==> config.mk <==
export PLATFORM = sky130hd
export DESIGN_NAME = tsa_scratchpad
export DESIGN_NICKNAME = d
export VERILOG_FILES = /design/src/logic/tsa_pkg.sv /design/src/logic/tsa_crc8.sv /design/src/logic/tsa_scratchpad.sv
export SDC_FILE = /design/constraint.sdc
export NUM_CORES = 1
export LEC_CHECK = 0
export BUFFER_PORTS_ARGS = -buffer_cell sky130_fd_sc_hd__buf_2
export CORE_AREA = 2 2 130 132
export DETAILED_ROUTE_END_ITERATION = 12
export DIE_AREA = 0 0 132 134
export GPL_TIMING_DRIVEN = 0
export MAX_ROUTING_LAYER = met4
export PLACE_DENSITY = 0.81
export SLEW_MARGIN = 10
export SYNTH_ARGS = -nofsm -noshare
export SYNTH_HDL_FRONTEND = slang
export SYNTH_SLANG_ARGS = --single-unit
==> constraint.sdc <==
create_clock -name mclk_i -period 3.77 [get_ports mclk_i]
set_input_delay 0.5655 -clock mclk_i [delete_from_list [all_inputs] [get_ports mclk_i]]
set_output_delay 0.5655 -clock mclk_i [all_outputs]
set_load 0.1 [all_outputs]
==> src/logic/tsa_pkg.sv <==
// Constants and types shared by the thermometer scratchpad logic
`default_nettype none
package tsa_pkg;

    // ------------------------------------------------------------------
    // Function command codes
    // ------------------------------------------------------------------
    localparam logic [7:0] CMD_CONVERT = 8'h44;
    localparam logic [7:0] CMD_WRITE   = 8'h4e;
    localparam logic [7:0] CMD_READ    = 8'hbe;
    localparam logic [7:0] CMD_COPY    = 8'h48;
    localparam logic [7:0] CMD_RECALL  = 8'hb8;
    localparam logic [7:0] CMD_POWER   = 8'hb4;
    localparam logic [7:0] CMD_ALARM_SEARCH = 8'hec;

    // ------------------------------------------------------------------
    // Scratchpad byte offsets
    // ------------------------------------------------------------------
    localparam logic [3:0] OFS_TEMP_LOW   = 4'h0;
    localparam logic [3:0] OFS_TEMP_HIGH  = 4'h1;
    localparam logic [3:0] OFS_HIGH_THR   = 4'h2;
    localparam logic [3:0] OFS_LOW_THR    = 4'h3;
    localparam logic [3:0] OFS_RSVD_A     = 4'h4;
    localparam logic [3:0] OFS_RSVD_B     = 4'h5;
    localparam logic [3:0] OFS_RESIDUAL   = 4'h6;
    localparam logic [3:0] OFS_PER_DEGREE = 4'h7;
    localparam logic [3:0] OFS_CHECK      = 4'h8;
    localparam int         SPAD_BYTES     = 9;
    localparam logic [6:0] SPAD_LAST_BIT  = 7'h47;
    localparam logic [4:0] WR_LAST_BIT    = 5'h0f;
    localparam logic [4:0] WR_FIRST_BYTE  = 5'h07;

    // ------------------------------------------------------------------
    // Reset values and field positions
    // ------------------------------------------------------------------
    localparam logic [15:0] TEMP_RESET   = 16'h00aa;
    localparam logic [7:0]  RSVD_VALUE   = 8'hff;
    localparam logic [7:0]  NV_HIGH_INIT = 8'h7f;
    localparam logic [7:0]  NV_LOW_INIT  = 8'h80;
    localparam int          CMP_MSB      = 8;
    localparam int          CMP_LSB      = 1;
    localparam logic [7:0]  CRC_POLY_REF = 8'h8c;

    // ------------------------------------------------------------------
    // Identity code; family and serial values are arbitrary
    // ------------------------------------------------------------------
    localparam logic [7:0]  FAMILY_CODE = 8'h5a;
    localparam logic [47:0] SERIAL_NUM  = 48'h0123_4567_89ab;

    // ------------------------------------------------------------------
    // Timing
    // ------------------------------------------------------------------
    localparam int CLK_MHZ           = 200;
    localparam int NV_WRITE_TIME_MS  = 10;
    localparam int NV_WRITE_CYCLES   = NV_WRITE_TIME_MS * 1000 * CLK_MHZ;
    localparam int RECALL_CYCLES     = 16;

    // ------------------------------------------------------------------
    // Types
    // ------------------------------------------------------------------
    typedef struct packed {
        logic [15:0] temperature;
        logic [7:0]  residual_count;
        logic [7:0]  counts_per_degree;
    } tsa_result_t;

    typedef enum logic [2:0] {
        ST_INIT   = 3'b000,
        ST_IDLE   = 3'b001,
        ST_WRITE  = 3'b010,
        ST_READ   = 3'b011,
        ST_CONV   = 3'b100,
        ST_COPY   = 3'b101,
        ST_RECALL = 3'b110,
        ST_POWER  = 3'b111
    } tsa_state_t;

endpackage
`default_nettype wire

==> src/logic/tsa_crc8.sv <==
// Byte-stream check code generator, least significant bit first
`timescale 1ns/100ps
`default_nettype none
module tsa_crc8 #(
    parameter int NBYTES = 8
) (
    input  wire logic [NBYTES*8-1:0] data_i,
    output logic      [7:0]          crc_o
);
    import tsa_pkg::*;

    // Reflected form of x^8+x^5+x^4+1, shift register starts at zero
    always_comb begin
        logic [7:0] acc;
        logic       fb;
        acc = 8'h00;
        fb  = 1'b0;
        for (int i = 0; i < NBYTES * 8; i++) begin
            fb  = acc[0] ^ data_i[i];
            acc = {1'b0, acc[7:1]};
            if (fb) begin
                acc = acc ^ CRC_POLY_REF;
            end
        end
        crc_o = acc;
    end

endmodule
`default_nettype wire

==> src/logic/tsa_scratchpad.sv <==
// Thermometer scratchpad, alarm flag, power mode and identity code
//
// Function
// Compare only temperature bits 8 to 1
// Alarm when at-or-below low, above high
// Re-evaluate alarm after every conversion
// Answer alarm search only while flagged
// Master reconverts after changing thresholds
// Master strong pullup within ten microseconds
// Master holds pullup through conversion or write
// No bus traffic while pullup enabled
// Power query: low if parasite, else released
// Master learns power mode by one slot
// Identity: family, serial, check byte
// Temperature bytes are read-only
// Reserved bytes unwritable, read all ones
// Byte eight holds check over bytes 0-7
// Write command loads bytes two, three
// Read shifts out from byte zero LSB
// Copy stores thresholds into nonvolatile storage
// Power-up loads thresholds from storage
// Recall reloads; slots read 0 busy, 1 done
// Thresholds are signed bytes
// Temperature is 16-bit signed, half-degree LSB
// Conversion starts only on convert command
// Alarm clear from reset to first conversion
// Check byte recomputed whenever contents change
`timescale 1ns/100ps
`default_nettype none
module tsa_scratchpad
    import tsa_pkg::*;
#(
    parameter int          NV_WRITE_CYC = tsa_pkg::NV_WRITE_CYCLES,
    parameter int          RECALL_CYC   = tsa_pkg::RECALL_CYCLES,
    parameter logic [7:0]  FAMILY       = tsa_pkg::FAMILY_CODE,
    parameter logic [47:0] SERIAL       = tsa_pkg::SERIAL_NUM
) (
    input  wire logic                 mclk_i,
    input  wire logic                 rst_b_i,
    input  wire logic                 bus_reset_i,
    input  wire logic                 cmd_valid_i,
    input  wire logic [7:0]           cmd_code_i,
    input  wire logic                 wr_bit_valid_i,
    input  wire logic                 wr_bit_i,
    input  wire logic                 rd_slot_i,
    input  wire logic                 conv_done_i,
    input  wire tsa_pkg::tsa_result_t conv_result_i,
    input  wire logic                 parasite_i,
    output logic                      rd_bit_o,
    output logic                      rd_valid_o,
    output logic                      conv_start_o,
    output logic                      alarm_o,
    output logic                      busy_o,
    output logic [63:0]               rom_code_o
);

    // ------------------------------------------------------------------
    // State
    // ------------------------------------------------------------------
    tsa_state_t  state_reg;
    tsa_state_t  state_next;
    logic [15:0] temp_reg;
    logic [7:0]  residual_reg;
    logic [7:0]  per_degree_reg;
    logic [7:0]  high_thr_reg;
    logic [7:0]  low_thr_reg;
    logic [7:0]  nv_high_reg;
    logic [7:0]  nv_low_reg;
    logic [7:0]  check_reg;
    logic        alarm_reg;
    logic [31:0] cnt_reg;
    logic [6:0]  rd_idx_reg;
    logic [4:0]  wr_idx_reg;
    logic [7:0]  wr_sh_reg;
    logic [63:0] spad_low8;
    logic [7:0]  spad_crc;
    logic [7:0]  rom_crc;
    logic        cmd_ok;
    logic        cnt_zero;
    logic        rd_bit_next;
    logic [7:0]  rd_byte;
    logic [7:0]  cmp_temp;

    localparam logic [31:0] NV_LOAD  = 32'(NV_WRITE_CYC - 1);
    localparam logic [31:0] RCL_LOAD = 32'(RECALL_CYC - 1);

    // Scratchpad byte view; reserved bytes are constant ones
    function automatic logic [7:0] spad_byte(input logic [3:0] idx,
                                             input logic [7:0] crc);
        logic [7:0] b;
        b = RSVD_VALUE;
        unique case (idx)
            OFS_TEMP_LOW:   b = temp_reg[7:0];
            OFS_TEMP_HIGH:  b = temp_reg[15:8];
            OFS_HIGH_THR:   b = high_thr_reg;
            OFS_LOW_THR:    b = low_thr_reg;
            OFS_RSVD_A:     b = RSVD_VALUE;
            OFS_RSVD_B:     b = RSVD_VALUE;
            OFS_RESIDUAL:   b = residual_reg;
            OFS_PER_DEGREE: b = per_degree_reg;
            OFS_CHECK:      b = crc;
            default:        b = RSVD_VALUE;
        endcase
        return b;
    endfunction

    // ------------------------------------------------------------------
    // Check codes
    // ------------------------------------------------------------------
    always_comb begin
        spad_low8 = '0;
        for (int i = 0; i < 8; i++) begin
            spad_low8[i*8 +: 8] = spad_byte(4'(i), 8'h00);
        end
    end

    tsa_crc8 #(
        .NBYTES (8)
    ) u_spad_crc (
        .data_i (spad_low8),
        .crc_o  (spad_crc)
    );

    tsa_crc8 #(
        .NBYTES (7)
    ) u_rom_crc (
        .data_i ({SERIAL, FAMILY}),
        .crc_o  (rom_crc)
    );

    // Registered every cycle so a read never sees a stale code
    always_ff @(posedge mclk_i or negedge rst_b_i) begin
        if (!rst_b_i) begin
            check_reg <= 8'h00;
        end else begin
            check_reg <= spad_crc;
        end
    end

    // Loaded after reset release; reset itself only takes a constant
    always_ff @(posedge mclk_i or negedge rst_b_i) begin
        if (!rst_b_i) begin
            rom_code_o <= 64'h0;
        end else begin
            rom_code_o <= {rom_crc, SERIAL, FAMILY};
        end
    end

    // ------------------------------------------------------------------
    // Command sequencing
    // ------------------------------------------------------------------
    // Busy states keep the bus to themselves, so commands are ignored
    assign cmd_ok   = cmd_valid_i && (state_reg == ST_IDLE ||
                      state_reg == ST_READ || state_reg == ST_WRITE ||
                      state_reg == ST_POWER);
    assign cnt_zero = (cnt_reg == 32'h0);

    always_comb begin
        state_next = state_reg;
        unique case (state_reg)
            ST_INIT, ST_RECALL: begin
                if (cnt_zero) begin
                    state_next = ST_IDLE;
                end
            end
            ST_COPY: begin
                if (cnt_zero) begin
                    state_next = ST_IDLE;
                end
            end
            ST_CONV: begin
                if (conv_done_i) begin
                    state_next = ST_IDLE;
                end
            end
            ST_IDLE, ST_READ, ST_WRITE, ST_POWER: begin
                if (bus_reset_i) begin
                    state_next = ST_IDLE;
                end
                if (cmd_ok) begin
                    if (cmd_code_i == CMD_CONVERT) begin
                        state_next = ST_CONV;
                    end else if (cmd_code_i == CMD_WRITE) begin
                        state_next = ST_WRITE;
                    end else if (cmd_code_i == CMD_READ) begin
                        state_next = ST_READ;
                    end else if (cmd_code_i == CMD_COPY) begin
                        state_next = ST_COPY;
                    end else if (cmd_code_i == CMD_RECALL) begin
                        state_next = ST_RECALL;
                    end else if (cmd_code_i == CMD_POWER) begin
                        state_next = ST_POWER;
                    end else begin
                        state_next = ST_IDLE;
                    end
                end
            end
        endcase
    end

    always_ff @(posedge mclk_i or negedge rst_b_i) begin
        if (!rst_b_i) begin
            state_reg <= ST_INIT;
        end else begin
            state_reg <= state_next;
        end
    end

    // Wait counter for nonvolatile write and reload
    always_ff @(posedge mclk_i or negedge rst_b_i) begin
        if (!rst_b_i) begin
            cnt_reg <= RCL_LOAD;
        end else if (state_reg != ST_COPY && state_next == ST_COPY) begin
            cnt_reg <= NV_LOAD;
        end else if (state_reg != ST_RECALL && state_next == ST_RECALL) begin
            cnt_reg <= RCL_LOAD;
        end else if (!cnt_zero) begin
            cnt_reg <= cnt_reg - 32'h1;
        end
    end

    always_ff @(posedge mclk_i or negedge rst_b_i) begin
        if (!rst_b_i) begin
            conv_start_o <= 1'b0;
            busy_o       <= 1'b1;
        end else begin
            conv_start_o <= cmd_ok && cmd_code_i == CMD_CONVERT;
            busy_o       <= state_next == ST_INIT ||
                            state_next == ST_CONV ||
                            state_next == ST_COPY ||
                            state_next == ST_RECALL;
        end
    end

    // ------------------------------------------------------------------
    // Temperature and alarm
    // ------------------------------------------------------------------
    assign cmp_temp = temp_next_cmp(conv_result_i.temperature);

    function automatic logic [7:0] temp_next_cmp(input logic [15:0] t);
        return t[CMP_MSB:CMP_LSB];
    endfunction

    // Temperature bytes change only through a conversion result
    always_ff @(posedge mclk_i or negedge rst_b_i) begin
        if (!rst_b_i) begin
            temp_reg       <= TEMP_RESET;
            residual_reg   <= 8'h00;
            per_degree_reg <= 8'h00;
        end else if (state_reg == ST_CONV && conv_done_i) begin
            temp_reg       <= conv_result_i.temperature;
            residual_reg   <= conv_result_i.residual_count;
            per_degree_reg <= conv_result_i.counts_per_degree;
        end
    end

    always_ff @(posedge mclk_i or negedge rst_b_i) begin
        if (!rst_b_i) begin
            alarm_reg <= 1'b0;
        end else if (state_reg == ST_CONV && conv_done_i) begin
            alarm_reg <= ($signed(cmp_temp) <= $signed(low_thr_reg)) ||
                         ($signed(cmp_temp) > $signed(high_thr_reg));

        end
    end

    // Search logic outside joins the alarm search only on this level
    assign alarm_o = alarm_reg;

    // ------------------------------------------------------------------
    // Thresholds and nonvolatile copies
    // ------------------------------------------------------------------
    always_ff @(posedge mclk_i or negedge rst_b_i) begin
        if (!rst_b_i) begin
            high_thr_reg <= 8'h00;
            low_thr_reg  <= 8'h00;
        end else if ((state_reg == ST_INIT || state_reg == ST_RECALL) &&
                     cnt_zero) begin
            high_thr_reg <= nv_high_reg;
            low_thr_reg  <= nv_low_reg;
        end else if (state_reg == ST_WRITE && wr_bit_valid_i) begin
            if (wr_idx_reg == WR_FIRST_BYTE) begin
                high_thr_reg <= {wr_bit_i, wr_sh_reg[7:1]};
            end else if (wr_idx_reg == WR_LAST_BIT) begin
                low_thr_reg  <= {wr_bit_i, wr_sh_reg[7:1]};
            end
        end
    end

    // Models storage kept over power-down; bus resets keep the values, device reset loads the initial ones
    always_ff @(posedge mclk_i or negedge rst_b_i) begin
        if (!rst_b_i) begin
            nv_high_reg <= NV_HIGH_INIT;
            nv_low_reg  <= NV_LOW_INIT;
        end else if (state_reg == ST_COPY && cnt_zero) begin
            nv_high_reg <= high_thr_reg;
            nv_low_reg  <= low_thr_reg;
        end
    end

    // Write bits arrive least significant first; extra bits are dropped
    always_ff @(posedge mclk_i or negedge rst_b_i) begin
        if (!rst_b_i) begin
            wr_idx_reg <= 5'h00;
            wr_sh_reg  <= 8'h00;
        end else if (state_reg != ST_WRITE) begin
            wr_idx_reg <= 5'h00;
            wr_sh_reg  <= 8'h00;
        end else if (wr_bit_valid_i && wr_idx_reg <= WR_LAST_BIT) begin
            wr_idx_reg <= wr_idx_reg + 5'h01;
            wr_sh_reg  <= {wr_bit_i, wr_sh_reg[7:1]};
        end
    end

    // ------------------------------------------------------------------
    // Read slots
    // ------------------------------------------------------------------
    always_comb begin
        rd_bit_next = 1'b1;
        rd_byte     = RSVD_VALUE;
        unique case (state_reg)
            ST_READ: begin
                if (rd_idx_reg <= SPAD_LAST_BIT) begin
                    rd_byte     = spad_byte(rd_idx_reg[6:3], check_reg);
                    rd_bit_next = rd_byte[rd_idx_reg[2:0]];
                end
            end
            ST_POWER: begin
                rd_bit_next = !parasite_i;
            end
            ST_INIT, ST_RECALL, ST_CONV, ST_COPY: begin
                rd_bit_next = 1'b0;
            end
            ST_IDLE, ST_WRITE: begin
                rd_bit_next = 1'b1;
            end
        endcase
    end

    always_ff @(posedge mclk_i or negedge rst_b_i) begin
        if (!rst_b_i) begin
            rd_idx_reg <= 7'h00;
        end else if (state_reg != ST_READ) begin
            rd_idx_reg <= 7'h00;
        end else if (rd_slot_i && rd_idx_reg <= SPAD_LAST_BIT) begin
            rd_idx_reg <= rd_idx_reg + 7'h01;
        end
    end

    always_ff @(posedge mclk_i or negedge rst_b_i) begin
        if (!rst_b_i) begin
            rd_bit_o   <= 1'b1;
            rd_valid_o <= 1'b0;
        end else begin
            rd_valid_o <= rd_slot_i;
            if (rd_slot_i) begin
                rd_bit_o <= rd_bit_next;
            end
        end
    end

endmodule
`default_nettype wire
==> metrics.txt, run 1 <==
die width=roughly 130 µm; Max Clk Rate=269 MHz; Slowest-stage cell, CP=dfstp_2; sequential fraction of the synthesis area=between 30 and 40%; Rel. slew slack=40.3%; routed via count=6,349; Hold Fails Final Rpt=0; number of iterations in the first detailed-routing pass=5; max reg flops=32; Reg clk slew, reported paths=50 ps; pwr/cell area=between 300 and 400 nW/µm²; share of cells above drive strength 1=30.8%; R2R Path Start=temp_reg[5]; Final Max Slew Viols=0; TritonCTS clock tree=yes; first-pass GRT wire length=31.8 mm; Tmin final=3720 ps; worst hold slack=47.8 ps; FF-to-FF path depth=10; outcome=complete, no violations; Post-CTS Hold Buffers=0; CTS Sinks=roughly 130; worst min-delay path category=in2async; gr ovfl total=0; CP endpoint kind=flip-flop; Post-Syn Area=about 9000 µm²; Clock Path Buffers=2; initial antenna violation count=0; Synth Warn #=0; most frequent CP cell=xnor3_1; Area Growth Syn to Fin=17.1%; clk_lat worst skew=430 ps; EDFF count, synth=0; crit-path leading delay family=XOR/XNOR gates; MaxCap Viol Count=0; Critical Path RT=4070 ps; Worst Path Arrival=4020 ps; nets=1,028; largest net degree at the start of global routing=93; power consumption=around 0.0035 W; Startpoint Class=flip-flop; Die ar.=17,700 µm²; Worst setup startpoint=temp_reg[5]; Crit Path Class=reg2reg; Netlist cell types=62; ys flop type=dfrtp_1; peak supply drop=0.000338 V; crit path capture=check_reg[6]; Worst-Margin Slew=893 ps; Buf/Inv on CP=1; WP depth=10; H-Tree Depth=4; gpl congestion=0.939; Boundary Pins=118; final worst slack=between 40 and 50 ps; drc violations=0; Seq cells post-synth=132; Post-synth ARST share=100%; routed wire length=19.3 mm; fin crit share=98.8%; worst path cell trace=buf_6 > xnor3_2 > xnor3_1 > xnor3_1 > xnor3_2 > xnor3_1 > xnor2_2 > xnor2_2 > xnor2_2 > xnor3_1; CP Max Fanout=5; Port Buf Inserts=83; Final ANT Viol Nets=0; fill cell count=around 1,300; final setup fails=0; Leak=5.01 nW; GRT Util Overall=between 20% and 30%; CTS Buf Count=17; CP max stage delay=530 ps; num rows=47; Antenna Cells=0; synthesized area per cell=10.8 µm²; initial drt markers=377; CTS root buffer=clkbuf_16; die height=about 130 µm; post-DR wirelength/cell=roughly 16 µm; drt via density=5.33; Final HPWL DP=14.3 mm; Initial Util=54.3%; Syn Inst Count=a little over 800; worst reg-to-reg setup slack=roughly 46 ps; Core Region=16,300 µm²; DP Worst Slack=-136 ps; Final Skew=~6.7 ps; FF-to-FF End=check_reg[6]; number of global-route vias before repair=~6,300
==> cells by family (layout without fill, tap and decap cells) <==
family                     after synthesis  after routing  share of synthesized area (%)
adders and majority gates               22             22                           3.08
other                                    2             35                         0.0849
and+or+nand+nor                        202            202                           11.3
xor gates and xnor gates               155            155                           22.2
buffers and inverters                  117            234                           7.72
DFF                                    132            132                           37.6
muxes                                   80             80                           9.89
AOI/OAI and AO/OA                      111            111                           8.20
==> worst min path at each step <==
| stage | from | to | cells past startpoint |
|---|---|---|---|
| final | rst_b_i | alarm_o | 1 |
| after global routing | rst_b_i | temp_reg[13] | 1 |
| after CTS | rst_b_i | alarm_o | 1 |
| after detailed placement | rst_b_i | alarm_o | 1 |
| after global placement | rd_bit_o | rd_bit_o | 2 |
| after floorplan | rst_b_i | alarm_o | 0 |
==> what timing repair did <==
item / in CTS / in global routing
pin swaps: 0 / 1
endpoints found under the setup margin: 1 / 10
gates resized for setup: 1 / 7
setup buffers: 0 / 1
==> synth_stat cells (25+ instances only) <==
master,number,area [µm²]
nand2_1,39,146
xnor2_1,77,674
mux2_2,59,664
buf_4,63,473
a21oi_1,29,145
o21ai_0,27,135
clkbuf_1,26,97.6
inv_1,25,93.8
xor2_1,34,298
nor2_1,65,244
dfrtp_1,114,2850
==> layer usage <==
layer  track usage [%]  up-vias  wire (µm)
li1                  -     3031          -
met1              30.1     3099       8500
met2              37.8      190       9350
met3              4.99       29       1090
met4              7.55        0        362
met5                 -        -          0
==> worst register-to-register path, delay by kind of cell, from the launching register on <==
kind | cells | cell delay [ps]
xor gates and xnor gates | 9 | 2920
buffers and inverters | 1 | 150
DFF | 1 | 530
==> layout by cell type (no fill, tap or decap), types with 5 or more instances in the layout <==
| cell | netlist | routed |
|---|---|---|
| xor2_1 | 34 | 34 |
| xnor2_2 | 7 | 12 |
| buf_2 | 0 | 82 |
| inv_1 | 25 | 25 |
| nor4_1 | 9 | 8 |
| nand2_1 | 39 | 39 |
| ha_1 | 21 | 21 |
| nor2b_1 | 14 | 14 |
| xnor2_4 | 5 | 5 |
| xnor3_1 | 16 | 16 |
| a22o_1 | 13 | 13 |
| mux2i_1 | 21 | 21 |
| xnor2_1 | 77 | 72 |
| o22ai_1 | 5 | 5 |
| a21oi_1 | 29 | 29 |
| o21a_1 | 6 | 6 |
| nor2_1 | 65 | 65 |
| buf_4 | 63 | 65 |
| xnor3_2 | 12 | 12 |
| dfstp_2 | 18 | 18 |
| or3_1 | 7 | 7 |
| clkbuf_16 | 0 | 17 |
| a22oi_1 | 6 | 6 |
| nor3_1 | 16 | 16 |
| nand2b_1 | 10 | 10 |
| dfrtp_1 | 114 | 114 |
| conb_1 | 2 | 35 |
| clkbuf_1 | 26 | 24 |
| nand3_1 | 16 | 16 |
| o21ai_0 | 27 | 27 |
| mux2_2 | 59 | 59 |
| inv_6 | 0 | 5 |
==> where the power goes <==
group / internal [W] / switching [W]
logic: 0.0000873 / 0.000349
registers: 0.00142 / 0.00000433
clock network: 0.00102 / 0.000644
==> stage by stage <==
step	area [µm²]	instances	setup TNS (ps)	util (%)
floorplan	8970	854	0	-
global placement	9660	1157	-3580	59.3
detailed placement	9710	1159	-2020	59.6
CTS	10300	1191	0	63.3
global route	10400	1191	-45.9	63.6
finish	10400	1191	0	63.6
==> layout make-up <==
class                      count  area, µm²  area share, %
buffer                        91        587           5.66
multi-input combinational    605       5010           48.4
timing repair buffer          86        464           4.48
clock inverter                13        148           1.43
tap                          220        275           2.66
inverter                      25       93.8          0.906
sequential                   132       3330           32.1
clock buffer                  19        453           4.37
(Power assumes the default switching activity.)
==> inputs of run 2 (changes only) <==
==> constraint.sdc (replaced) <==
create_clock -name mclk_i -period 3.77 [get_ports mclk_i]
set_input_delay 0.1885 -clock mclk_i [delete_from_list [all_inputs] [get_ports mclk_i]]
set_output_delay 0.1885 -clock mclk_i [all_outputs]
set_load 0.1 [all_outputs]
==> metrics.txt, run 2 (synthesis results as in run 1) <==
FF+latch area=3330 µm²; drc violations=0; Clock Path Buffers=2; final worst slack=approximately 50 ps; final instance area=10,600 µm²; post-DR wirelength/cell=16.1 µm; worst min-delay path category=in2reg; TritonCTS clock tree=yes; die width=about 130 µm; Crit Path Class=reg2reg; Tmin final=~3700 ps; Worst setup startpoint=temp_reg[5]; Final Max Slew Viols=0; Hold Fails Final Rpt=0; H-Tree Depth=4; share of cells above drive strength 1=between 30% and 40%; initial antenna violation count=0; drt via density=5.30; Area Growth Syn to Fin=19.9%; pwr/cell area=334 nW/µm²; R2R Path Start=temp_reg[5]; Max Clk Rate=269 MHz; GRT Util Overall=24.0%; number of iterations in the first detailed-routing pass=5; DP Worst Slack=42.8 ps; final setup fails=0; CP Max Fanout=5; initial drt markers=about 440; max reg flops=32; Rel. slew slack=37.3%; CTS Sinks=132; Boundary Pins=118; most frequent cells in the layout=dfrtp_1 (114), buf_2 (82), xnor2_1 (72); peak supply drop=0.000338 V; nets=1,053; Worst-Margin Slew=around 940 ps; first-pass GRT wire length=32.4 mm; number of global-route vias before repair=6,378; num rows=47; routed via count=6,449; die height=between 100 and 150 µm; Core Region=16,300 µm²; CP endpoint kind=flip-flop; gpl congestion=0.939; most common cell after layout, fill and taps aside=dfrtp_1; Startpoint Class=flip-flop; Post-DP Area=9710 µm²; MaxCap Viol Count=0; post-layout util=65.1%; Critical Path RT=4070 ps; Die ar.=17,700 µm²; Reg clk slew, reported paths=60 ps; Initial Util=54.3%; Antenna Cells=0; hold_sp=conv_result_i[14]; largest net degree at the start of global routing=93; Final ANT Viol Nets=0; multi-input logic area=between 5000 and 6000 µm²; routed wire length=19.6 mm; CTS root buffer=clkbuf_16; gr ovfl total=0; clk_lat worst skew=430 ps; CTS Buf Count=17; Worst Path Arrival=4020 ps; Leak=around 5.1 nW; fill cell count=1,282; outcome=complete, no violations; Final HPWL DP=14.3 mm; Port Buf Inserts=83; Final Skew=~6.7 ps; fin crit share=roughly 99%
## run 2: final cells by class
type	instances	area share (%)
Sequential cell	132	31.3
Clock inverter	13	1.39
Clock buffer	19	4.27
Inverter	25	0.885
Multi-Input combinational cell	605	47.2
Buffer	91	5.53
Tap cell	220	2.59
Timing Repair Buffer	111	6.73
## run 2: critical path, stage by stage (launching register included)
cell and delay (ps):
dfstp_2 530, buf_6 140, xnor3_2 370, xnor3_1 400, xnor3_1 400, xnor3_2 440
xnor3_1 430, xnor2_2 180, xnor2_2 180, xnor2_2 270, xnor3_1 250
## run 2: worst paths after layout
check | end | slack [ps] | cells after the start
worst max-delay path | check_reg[6] | 50 | 10
worst min-delay path | residual_reg[6] | 10 | 2
worst max register to register | check_reg[6] | 50 | 10
worst min register to register | rd_bit_o | 500 | 2
max in group asynchronous | cnt_reg[0] | 2740 | 3
min in group asynchronous | alarm_o | 240 | 2
## run 2: repair_timing
action | CTS | global route
endpoints found under the setup margin | 1 | 10
hold buffers | 25 | 0
gates cloned | 0 | 0
endpoints found under the hold margin | 64 | 0
resized for setup | 1 | 7
pin swaps | 0 | 1
buffers inserted | 0 | 1
## run 2: through the flow
step	setup TNS [ps]	power [W]	hold slack (ps)	std cells
4_1_cts	0	0.00357	1.84	1216
5_1_grt	-56.0	0.00366	8.57	1216
3_5_place_dp	0	0.00189	126	1159
2_1_floorplan	0	0.00180	-107	854
3_3_place_gp	-3580	0.00188	385	1157
6_report	0	0.00354	14.2	1216
## run 2: layer usage
metal	up-vias	global-route usage, %	routed length (µm)
li1	3074	-	-
met1	3149	30.5	8600
met2	196	38.7	9500
met3	30	4.95	1130
met4	0	7.55	384
met5	-	-	0
## run 2: report_power, final
group	internal (W)	switching (W)
Clock	0.00102	0.000645
Combinational	0.000103	0.000353
Sequential	0.00142	0.00000437
==> inputs of run 3 (changes only) <==
--- a/config.mk
+++ b/config.mk
@@ -5,13 +5,14 @@
 export SDC_FILE = /design/constraint.sdc
 export NUM_CORES = 1
 export LEC_CHECK = 0
+export ABC_AREA = 1
 export BUFFER_PORTS_ARGS = -buffer_cell sky130_fd_sc_hd__buf_2
-export CORE_AREA = 2 2 130 132
+export CORE_AREA = 2 2 140 142
 export DETAILED_ROUTE_END_ITERATION = 12
-export DIE_AREA = 0 0 132 134
+export DIE_AREA = 0 0 142 144
 export GPL_TIMING_DRIVEN = 0
 export MAX_ROUTING_LAYER = met4
-export PLACE_DENSITY = 0.81
+export PLACE_DENSITY = 0.8
 export SLEW_MARGIN = 10
 export SYNTH_ARGS = -nofsm -noshare
 export SYNTH_HDL_FRONTEND = slang
==> metrics.txt, run 3 <==
outcome=finished, violations left; failing checks=setup timing; Clock Path Buffers=2; largest net degree at the start of global routing=93; Final ANT Viol Nets=0; Area Growth Syn to Fin=32.3%; CTS Buf Count=17; Reg clk slew, reported paths=60 ps; drt via density=about 5.8; most common cell after layout, fill and taps aside=nand2_1; Final Max Slew Viols=0; list of most frequent post-synthesis cells=nand2_1 (295), inv_1 (149), nand3_1 (117), dfrtp_1 (114), nand2_2 (93); drc violations=0; Netlist cell types=52; top-area cell type share of the netlist area=28.0%; EDFF count, synth=0; Worst Path Arrival=5840 ps; CTS root buffer=clkbuf_16; most common cell in the netlist=nand2_1; Port Buf Inserts=83; Final HPWL DP=just over 20 mm; Antenna Cells=0; gpl congestion=between 0.9 and 1; RSZ-0062 raised after global routing=yes; Crit Path Class=reg2reg; Die ar.=between 20,000 and 25,000 µm²; share of cells above drive strength 1=36.8%; sequential fraction of the synthesis area=32.6%; number of iterations in the first detailed-routing pass=9; initial drt markers=about 1,000; routed via count=10,550; GRT Util Overall=28.5%; final instance area=approximately 13,000 µm²; Startpoint Class=flip-flop; die height=around 140 µm; Post-DP Area=11,200 µm²; Max Clk Rate=roughly 180 MHz; CP Max Fanout=6; gr ovfl total=0; final setup fails=8; leading area contributor after synthesis=dfrtp_1; max reg flops=32; Rel. slew slack=20.5%; synthesized area per cell=7.46 µm²; final worst slack=-1750 ps; Boundary Pins=118; Slowest-stage cell, CP=dfstp_2; Area contributors post-synth=dfrtp_1 (28%), nand2_1 (11%), nand3_1 (5.7%); CP max stage delay=630 ps; multi-input logic area=6970 µm²; nets=1,651; first-pass GRT wire length=44.6 mm; die width=around 140 µm; MaxCap Viol Count=0; post-DR wirelength/cell=17.7 µm; most frequent cells in the layout=nand2_1 (227), inv_1 (136), buf_4 (116); fin crit share=146%; worst min-delay path category=in2reg; TritonCTS clock tree=yes; Worst-Margin Slew=1190 ps; routed wire length=32.5 mm; num rows=51; Post-Syn Area=10,200 µm²; Post-synth ARST share=100%; Synth Warn #=0; clk_lat worst skew=430 ps; Final Skew=5.63 ps; Seq cells post-synth=132; Hold Fails Final Rpt=0; initial antenna violation count=0; Syn Inst Count=about 1,400; Tmin final=approximately 5500 ps; number of global-route vias before repair=between 9,000 and 10,000; Initial Util=53.5%; CP endpoint kind=flip-flop; Critical Path RT=4090 ps; ys flop type=dfrtp_1; fill cell count=1,370; FF+latch area=about 3300 µm²; CTS Sinks=132; H-Tree Depth=4; Core Region=19,100 µm²
==> run 3: area by class of cell <==
class                   instances  share of cell area, %
multi-input cells            1013                   51.6
flip-flops and latches        132                   24.6
repair buffers                162                   8.18
inverters                     173                   5.13
plain buffers                  82                   4.09
clock buffers                  18                   3.18
well taps                     238                   2.21
clock inverters                14                  0.973
==> run 3: worst paths after layout <==
check	end	slack, ps	start	depth (start not counted)
worst min-delay path	temp_reg[0]	10	conv_result_i[16]	3
max in group asynchronous	nv_high_reg[4]	2710	rst_b_i	3
worst min register to register	nv_low_reg[2]	490	nv_low_reg[2]	2
worst max-delay path	check_reg[1]	-1750	temp_reg[1]	48
min in group asynchronous	residual_reg[5]	250	rst_b_i	2
worst max register to register	check_reg[1]	-1750	temp_reg[1]	48
==> run 3: cell families after synthesis <==
family	Yosys count	share of synthesized area [%]
DFF	132	32.6
AOI/OAI and AO/OA	161	9.23
adders and majority gates	21	2.58
buffers and inverters	255	11.9
other	2	0.0736
and+or+nand+nor	728	36.6
xor gates and xnor gates	68	7.08
==> run 3: per-stage QoR <==
stage	hold slack, ps	std cells	setup TNS (ps)	util (%)	setup slack [ps]
5_1_grt	21.8	1832	-14670	70.7	-1960
3_3_place_gp	342	1721	-7710	58.8	-1080
3_5_place_dp	127	1722	-8800	59.0	-1230
2_1_floorplan	-107	1400	-3690	-	-544
4_1_cts	4.79	1804	-7660	65.7	-1050
6_report	14.1	1832	-13160	70.7	-1750
==> run 3: metal layers <==
metal | track usage (%) | vias up | routed length (µm)
met3 | 5.30 | 205 | 2650
met1 | 34.6 | 4930 | 12200
li1 | - | 4791 | -
met4 | 12.9 | 0 | 1950
met5 | - | - | 0
met2 | 46.7 | 624 | 15700
==> run 3: timing repair <==
item | 4_1_cts | 5_1_grt
cloned | 0 | 0
setup endpoints to repair | 8 | 12
buffers inserted | 30 | 29
endpoints found under the hold margin | 60 | 0
hold buffers | 20 | 0
pin swaps | 43 | 94
resized for setup | 71 | 155
==> run 3: worst max-delay path, delay by kind of cell (launching register included) <==
| kind | cells | cell delay [ps] |
|---|---|---|
| simple gates | 42 | 4250 |
| buf+inv | 6 | 510 |
| flops | 1 | 630 |
Power of run 3 is not shown: default switching activity piles up to over one toggle a cycle in this logic, so the estimate is an artifact.
